**src/ebbp_map.svh**
```systemverilog
// Register map, field positions, reset values for the eight-bit port block.
// Assumes a 32-bit APB with byte addresses, one aligned word per register.
`ifndef EBBP_MAP_SVH
`define EBBP_MAP_SVH

////////////////////////////////////////////////////////////////////////////////
// Offsets
`define EBBP_OFF_PIN_LEVEL 8'h00
`define EBBP_OFF_LATCH     8'h04
`define EBBP_OFF_DIR       8'h08
`define EBBP_OFF_CTRL      8'h0C
`define EBBP_OFF_STATUS    8'h10

////////////////////////////////////////////////////////////////////////////////
// Fields
`define EBBP_CTRL_MODE_BIT 4
`define EBBP_CTRL_ANA_LSB  0
`define EBBP_STAT_ACT_BIT  0
`define EBBP_STAT_BLK_BIT  1
`define EBBP_PWM_A_PIN     4

////////////////////////////////////////////////////////////////////////////////
// Reset values
`define EBBP_RST_LATCH     8'h00
`define EBBP_RST_DIR       8'hFF
`define EBBP_RST_MODE      1'h0
`define EBBP_RST_ANA       4'hF

`endif

```
**src/ebbp_pkg.sv**
```systemverilog
// Types shared by the eight-bit port block.
// Assumes nothing beyond a SystemVerilog compiler.
`default_nettype none

package ebbp_pkg;

  // Output mode of the enhanced capture/PWM unit
  typedef enum logic [1:0] {
    EBBP_PWM_OFF    = 2'h0,
    EBBP_PWM_SINGLE = 2'h1,
    EBBP_PWM_DUAL   = 2'h2,
    EBBP_PWM_QUAD   = 2'h3
  } ebbp_pwm_mode_t;

  typedef enum logic [1:0] {
    EBBP_IDLE = 2'h1,
    EBBP_RESP = 2'h2
  } ebbp_bus_st_t;

  typedef struct packed {
    ebbp_pwm_mode_t mode;
    logic [3:0]     val;
    logic           cmp_en;
    logic           cmp_out;
  } ebbp_pwm_t;

  typedef struct packed {
    logic       drive;
    logic [7:0] dout;
  } ebbp_psp_t;

  typedef struct packed {
    logic [7:0] s1;
    logic [7:0] s2;
  } ebbp_sync_st_t;

  typedef struct packed {
    ebbp_bus_st_t bus_st;
    logic         pready;
    logic         pslverr;
    logic [31:0]  prdata;
    logic [7:0]   lat;
    logic [7:0]   dir;
    logic         mode;
    logic [3:0]   ana;
    logic [7:0]   pin_out;
    logic [7:0]   pin_oe;
    logic         psp_act;
    logic         psp_blk;
    logic [7:0]   psp_din;
    logic         cap_in;
  } ebbp_state_t;

endpackage

`default_nettype wire

```
**src/ebbp_pin_mux.sv**
```systemverilog
// Per-pin selection of driver enable and output value.
// Assumes all inputs are on clk; the caller registers the outputs.
`timescale 1ns/1ps
`default_nettype none

module ebbp_pin_mux
  import ebbp_pkg::*;
(
  // Port registers
  input  wire logic      [7:0] dir,
  input  wire logic      [7:0] lat,
  // Slave bus overlay
  input  wire logic            psp_act,
  input  wire ebbp_psp_t       parallel_slave_bus,
  // Peripheral overlay
  input  wire logic      [7:0] chan_en,
  input  wire logic      [7:0] chan_val,
  // Pin drive
  output logic           [7:0] out,
  output logic           [7:0] oe
);

  genvar i;
  generate
    for (i = 0; i < 8; i++) begin : g_pin
      // Slave bus wins, then direction, then peripheral over latch
      assign oe[i]  = psp_act ? parallel_slave_bus.drive : ~dir[i];
      assign out[i] = psp_act    ? parallel_slave_bus.dout[i] :
                      chan_en[i] ? chan_val[i] : lat[i];
    end
  endgenerate

endmodule

`default_nettype wire

```
**src/ebbp_port_d.sv**
```systemverilog
// Eight-bit bidirectional port with APB registers and pin overlays.
// Assumes an APB master on clk, pins asynchronous to clk, and the slave
// bus and capture/PWM units running on clk.
//
// Decided for this implementation: the APB slave port and the placing of the registers.
`timescale 1ns/1ps
`include "ebbp_map.svh"
`default_nettype none

module ebbp_port_d
  import ebbp_pkg::*;
(
  // Clock and reset
  input  wire logic        clk,
  input  wire logic        reset,
  // APB slave
  input  wire logic        psel,
  input  wire logic        penable,
  input  wire logic        pwrite,
  input  wire logic [7:0]  paddr,
  input  wire logic [31:0] pwdata,
  output logic             pready,
  output logic             pslverr,
  output logic      [31:0] prdata,
  // Pins
  input  wire logic [7:0]  pin_in,
  output logic      [7:0]  pin_out,
  output logic      [7:0]  pin_oe,
  // Slave bus unit
  input  wire ebbp_psp_t   psp_i,
  output logic             slave_bus_active,
  output logic      [7:0]  slave_bus_din,
  // Capture/PWM unit
  input  wire ebbp_pwm_t   pwm_i,
  output logic             capture_in
);

  ebbp_state_t st_q;
  ebbp_state_t st_d;
  logic [7:0]  pins_s;
  logic [7:0]  pin_level;
  logic [7:0]  chan_en;
  logic [7:0]  chan_val;
  logic [7:0]  mux_out;
  logic [7:0]  mux_oe;
  logic        pwm_on;
  logic        pwm_multi;
  logic        psp_eff;

  //////////////////////////////////////////////////////////////////////////////
  // Pin sampling

  ebbp_sync u_sync (
    .clk   (clk),
    .reset (reset),
    .d     (pin_in),
    .q     (pins_s)
  );

  assign pin_level = pins_s & ~{4'h0, st_q.ana};

  //////////////////////////////////////////////////////////////////////////////
  // Overlay selection

  assign pwm_on    = (pwm_i.mode != EBBP_PWM_OFF);
  assign pwm_multi = (pwm_i.mode == EBBP_PWM_DUAL) || (pwm_i.mode == EBBP_PWM_QUAD);
  assign psp_eff   = st_q.mode & ~pwm_multi;

  assign chan_en  = {{2{pwm_i.mode == EBBP_PWM_QUAD}}, pwm_multi, pwm_on | pwm_i.cmp_en, 4'h0};
  assign chan_val = {pwm_i.val[3:1], pwm_on ? pwm_i.val[0] : pwm_i.cmp_out, 4'h0};

  ebbp_pin_mux u_mux (
    .dir      (st_q.dir),
    .lat      (st_q.lat),
    .psp_act  (psp_eff),
    .parallel_slave_bus      (psp_i),
    .chan_en  (chan_en),
    .chan_val (chan_val),
    .out      (mux_out),
    .oe       (mux_oe)
  );

  //////////////////////////////////////////////////////////////////////////////
  // Next state

  always_comb begin
    st_d         = st_q;
    st_d.pin_out = mux_out;
    st_d.pin_oe  = mux_oe;
    st_d.psp_act = psp_eff;
    st_d.psp_blk = st_q.mode & pwm_multi;
    st_d.psp_din = pins_s;
    st_d.cap_in  = pins_s[`EBBP_PWM_A_PIN];
    case (st_q.bus_st)
      EBBP_IDLE: begin
        st_d.pready  = 1'b0;
        st_d.pslverr = 1'b0;
        if (psel && penable) begin
          st_d.bus_st = EBBP_RESP;
          st_d.pready = 1'b1;
          st_d.prdata = 32'h0000_0000;
          case (paddr)
            `EBBP_OFF_PIN_LEVEL: begin
              st_d.prdata[7:0] = pin_level;
            end
            `EBBP_OFF_LATCH: begin
              st_d.prdata[7:0] = st_q.lat;
            end
            `EBBP_OFF_DIR: begin
              st_d.prdata[7:0] = st_q.dir;
            end
            `EBBP_OFF_CTRL: begin
              st_d.prdata[`EBBP_CTRL_MODE_BIT] = st_q.mode;
              st_d.prdata[`EBBP_CTRL_ANA_LSB +: 4] = st_q.ana;
            end
            `EBBP_OFF_STATUS: begin
              st_d.prdata[`EBBP_STAT_ACT_BIT] = st_q.psp_act;
              st_d.prdata[`EBBP_STAT_BLK_BIT] = st_q.psp_blk;
            end
            default: begin
              st_d.pslverr = 1'b1;
            end
          endcase
        end
      end
      EBBP_RESP: begin
        st_d.bus_st  = EBBP_IDLE;
        st_d.pready  = 1'b0;
        st_d.pslverr = 1'b0;
        if (psel && penable && pwrite && !st_q.pslverr) begin
          case (paddr)
            `EBBP_OFF_PIN_LEVEL: begin
              st_d.lat = pwdata[7:0];
            end
            `EBBP_OFF_LATCH: begin
              st_d.lat = pwdata[7:0];
            end
            `EBBP_OFF_DIR: begin
              st_d.dir = pwdata[7:0];
            end
            `EBBP_OFF_CTRL: begin
              st_d.mode = pwdata[`EBBP_CTRL_MODE_BIT];
              st_d.ana  = pwdata[`EBBP_CTRL_ANA_LSB +: 4];
            end
            default: begin
              st_d.lat = st_q.lat;
            end
          endcase
        end
      end
      default: begin
        st_d.bus_st  = EBBP_IDLE;
        st_d.pready  = 1'b0;
        st_d.pslverr = 1'b0;
      end
    endcase
  end

  //////////////////////////////////////////////////////////////////////////////
  // State register

  always_ff @(posedge clk or posedge reset) begin
    if (reset) begin
      st_q         <= '0;
      st_q.bus_st  <= EBBP_IDLE;
      st_q.lat     <= `EBBP_RST_LATCH;
      st_q.dir     <= `EBBP_RST_DIR;
      st_q.mode    <= `EBBP_RST_MODE;
      st_q.ana     <= `EBBP_RST_ANA;
    end else begin
      st_q <= st_d;
    end
  end

  assign pready           = st_q.pready;
  assign pslverr          = st_q.pslverr;
  assign prdata           = st_q.prdata;
  assign pin_out          = st_q.pin_out;
  assign pin_oe           = st_q.pin_oe;
  assign slave_bus_active = st_q.psp_act;
  assign slave_bus_din    = st_q.psp_din;
  assign capture_in       = st_q.cap_in;
endmodule

`default_nettype wire

```
**src/ebbp_sync.sv**
```systemverilog
// Two-flop synchroniser for the eight pin inputs.
// Assumes asynchronous pin levels; q is safe for logic on clk.
`timescale 1ns/1ps
`default_nettype none

module ebbp_sync
  import ebbp_pkg::*;
(
  // Clock and reset
  input  wire logic       clk,
  input  wire logic       reset,
  // Data
  input  wire logic [7:0] d,
  output logic      [7:0] q
);

  ebbp_sync_st_t st_q;
  ebbp_sync_st_t st_d;

  always_comb begin
    st_d    = st_q;
    st_d.s1 = d;
    st_d.s2 = st_q.s1;
  end

  always_ff @(posedge clk or posedge reset) begin
    if (reset) begin
      st_q <= '0;
    end else begin
      st_q <= st_d;
    end
  end

  assign q = st_q.s2;

endmodule

`default_nettype wire
```
**config.mk**
```make
export PLATFORM = sky130hd
export DESIGN_NAME = ebbp_port_d
export DESIGN_NICKNAME = d
export VERILOG_FILES = /design/src/ebbp_pkg.sv /design/src/ebbp_pin_mux.sv /design/src/ebbp_port_d.sv /design/src/ebbp_sync.sv
export VERILOG_INCLUDE_DIRS = /design/src
export SDC_FILE = /design/constraint.sdc
export NUM_CORES = 1
export LEC_CHECK = 0
export BUFFER_PORTS_ARGS = -buffer_cell sky130_fd_sc_hd__clkbuf_2
export CORE_AREA = 2 2 75 131
export DETAILED_ROUTE_END_ITERATION = 10
export DIE_AREA = 0 0 77 133
export HOLD_SLACK_MARGIN = 0.08
export SETUP_SLACK_MARGIN = 0.05
export SLEW_MARGIN = 40
export SYNTH_ARGS = -nofsm -noshare
export SYNTH_HDL_FRONTEND = slang
export SYNTH_SLANG_ARGS = --single-unit
export TNS_END_PERCENT = 20
```
**constraint.sdc**
```tcl
create_clock -name clk -period 4 [get_ports clk]
set_clock_uncertainty 0.1 [all_clocks]
set_input_delay 0.2 -clock clk [delete_from_list [all_inputs] [get_ports clk]]
set_output_delay 0.2 -clock clk [all_outputs]
set_load 0.02 [all_outputs]
```
==> summary.txt <==
Detailed routing
  • WL/cell: 14.10 µm
  • Vias post-DR: between 2,000 and 2,500
  • DR pass1 iterations: 4
  • Vias per std cell: about 4.4
  • Final wirelength: ~6700 µm
  • DR iter-0 viols: 66
  • Residual DRC: 0
  • Antenna Nets Post-Route: 0

STA
  • Headroom to the max-slew limit: 0.5340
  • Final-report hold violation count: 0
  • Slew @ Worst Pin: roughly 0.7 ns
  • Minimum clock period: ~3.1 ns
  • Tcrit/Tclk final: 0.7699
  • RSZ-0062 raised after global routing: no
  • Worst hold margin: 0.08729 ns
  • F_max: roughly 0.32 GHz
  • Final Max Tran Viols: 0
  • Setup TNS: 0 ns
  • Final setup vio count: 0

Yosys
  • Syn avg cell area: 12.19 µm²
  • Post-synthesis cell area: around 0.0032 mm²
  • Synthesis Warnings: 0
  • Main flop type after synthesis: dfrtp_1
  • Post-synth EDFFs: 0
  • Synth unique cells: 36
  • Most frequent cell after synthesis: dfrtp_1
  • Synth top area share: 0.4784
  • Sequential share of the synthesized area: 0.5837
  • Mapped Cells: 266
  • Cell types with the highest counts after synthesis: dfrtp_1 (62), buf_4 (56), nand2_1 (24)
  • Synth Register Bits: 75
  • Ys async rst share: 1.000
  • Synth top area cells: dfrtp_1 (48%), buf_4 (13%), dfstp_2 (11%)
  • Cell taking the most area after synthesis: dfrtp_1

Critical path
  • WP data required: 4.12 ns
  • Critical R2R Launch: st_q[31]
  • CP startpoint kind: input pin
  • Crit Path Class: input pin to flip-flop
  • Setup crit start: pwm_i[7]
  • Worst path arrival time: 3.20 ns
  • Crit path max fanout: 15
  • CP Capture Type: flip-flop

Placed design
  • DP Area: about 0.0034 mm²
  • Routability cong.: between 0.8 and 0.9
  • I/O Buffers: a little over 80
  • Final HPWL DP: 4810 µm

CTS
  • Worst-path clk slew: roughly 0.050 ns
  • CTS root buf: clkbuf_16
  • Post_cts resized: 0
  • Post-CTS Setup Repair Bufs: 0
  • Clock Path Buffers: 2
  • CTS Sinks: 75
  • Hold-fix buffers, CTS: 32
  • TritonCTS clock tree: done
  • Num CTS Buffers: 9
  • Clk Latency, worst-skew pair: around 0.34 ns
  • H-Tree Level Count: 3

Global route
  • Initial antenna violation count: 0
  • Largest net degree at the start of global routing: 43
  • First-pass GRT wire length: 10,460 µm
  • Vias in the first global route: between 2,000 and 2,500
  • GRT Util Overall: 0.1378
  • Total gr overflow: 0

Floorplanning
  • Die width: between 70 and 80 µm
  • Initial Utilization: 0.3490
  • Row count: between 40 and 50
  • Die H: around 130 µm
  • Die Area: 0.01024 mm²
  • Core footprint: 0.009291 mm²
  • IO Pins: 130

Job
  • Max Cap Viol: 0

Power and ir drop
  • Clock power share: 0.461
  • Internal power: between 1000 and 1500 µW
  • Peak VDD IR: 0.2448 mV
  • Combinational share of power: 0.084
  • Total power: 1741 µW
  • Leakage: 0.002013 µW
  • P_sw: about 380 µW
  • Sw Share: 0.2211
  • Sequential Power Share: 0.454
  • PwrDens: around 430 mW/mm²

Hold path
  • Min-delay worst type: input pin to flip-flop
  • Worst hold start: psp_i[6]

Outcome
  • Status: finished, final reports clean

Finish
  • FILL cells: roughly 890
  • Ratio of cells with drive above 1 in the final layout: 0.3870
  • Nets: between 400 and 500
  • Area Growth Syn to Fin: 25.31%
  • Final Cell Area: around 0.0041 mm²
  • Ant diodes: 0
## critical path, stage by stage
cell and delay (ns):
dlygate4sd3_1 0.53, clkbuf_2 0.16, nand2b_1 0.40, inv_1 0.41, a22oi_1 0.28, dlygate4sd3_1 0.58
o21ai_0 0.07, dlygate4sd3_1 0.57
## logic make-up after synthesis
group / synth area share
flops: 0.5837
buf+inv: 0.1474
simple gates: 0.07909
compound gates: 0.07098
mux: 0.1177
other cells: 0.001156
## per-layer routing
layer / global-route usage / wire, µm / up-vias / part of all wire
met5: 0 / 0 / - / 0
met4: 0.08631 / 214 / 0 / 0.032
met3: 0.03342 / 352 / 17 / 0.052
met2: 0.2451 / 3613 / 82 / 0.54
met1: 0.1432 / 2530 / 1029 / 0.38
li1: - / - / 985 / -
## state kept, by name, summed over array words and instances (netlist names)
register and cells:
u_sync.st_d 8, slave_bus_din 8, pin_oe 8, st_q 24
pin_out 8, slave_bus_active 1, pslverr 1, u_sync.q 8
prdata 8, pready 1
## cells in the final DEF (no fill, tap or decap), drive strengths merged, types with 2 or more instances in the layout
| master | n |
|---|---|
| clkbuf | 95 |
| dfrtp | 62 |
| dlygate4sd3 | 32 |
| nand2 | 24 |
| conb | 24 |
| mux2 | 23 |
| nor2 | 15 |
| dfstp | 13 |
| o21ai | 11 |
| mux2i | 7 |
| a21oi | 7 |
| a22o | 4 |
| nor3 | 4 |
| inv | 3 |
| o31ai | 3 |
| nor2b | 2 |
| nand3 | 2 |
| o22ai | 2 |
| clkinv | 2 |
| a31oi | 2 |
| a221oi | 2 |
| a2111oi | 2 |
| a21o | 2 |
## path summary, 6_finish.rpt
check,endpoint,slack [ns],cells after the start
worst min-delay path,pin_out[6],0.09,3
min in group asynchronous,u_sync.st_d[4],0.39,3
worst min register to register,u_sync.q[4],0.25,0
worst max register to register,pin_out[4],1.08,6
max in group asynchronous,st_q[32],2.52,4
worst max-delay path,pin_out[4],0.92,8
## through the flow
step	std cells	worst slack [ns]	util
after floorplan	289	1.686	-
after global placement	428	1.282	0.3694
after detailed placement	428	1.292	0.3699
after CTS	476	0.9813	0.4366
after global routing	476	0.7946	0.4374
final	476	0.9204	0.4374
## area by class of cell
class                           instances  area, µm²  area share
Multi-Input combinational cell        145      969.7      0.2386
Timing Repair Buffer                  114      733.2      0.1804
Clock buffer                           14      264.0     0.06496
Inverter                                4      16.27    0.004002
Clock inverter                          2      35.03    0.008621
Sequential cell                        75       1893      0.4658
Tap cell                              122      152.6     0.03756
## power groups by stage
stage	sequential [µW]	clock, µW	combinational, µW
finish	791	803	147
floorplan	803	0	106
detailed placement	804	0	123
global placement	803	0	121
CTS	791	817	149
global route	793	852	161
(Power assumes the default switching activity.)
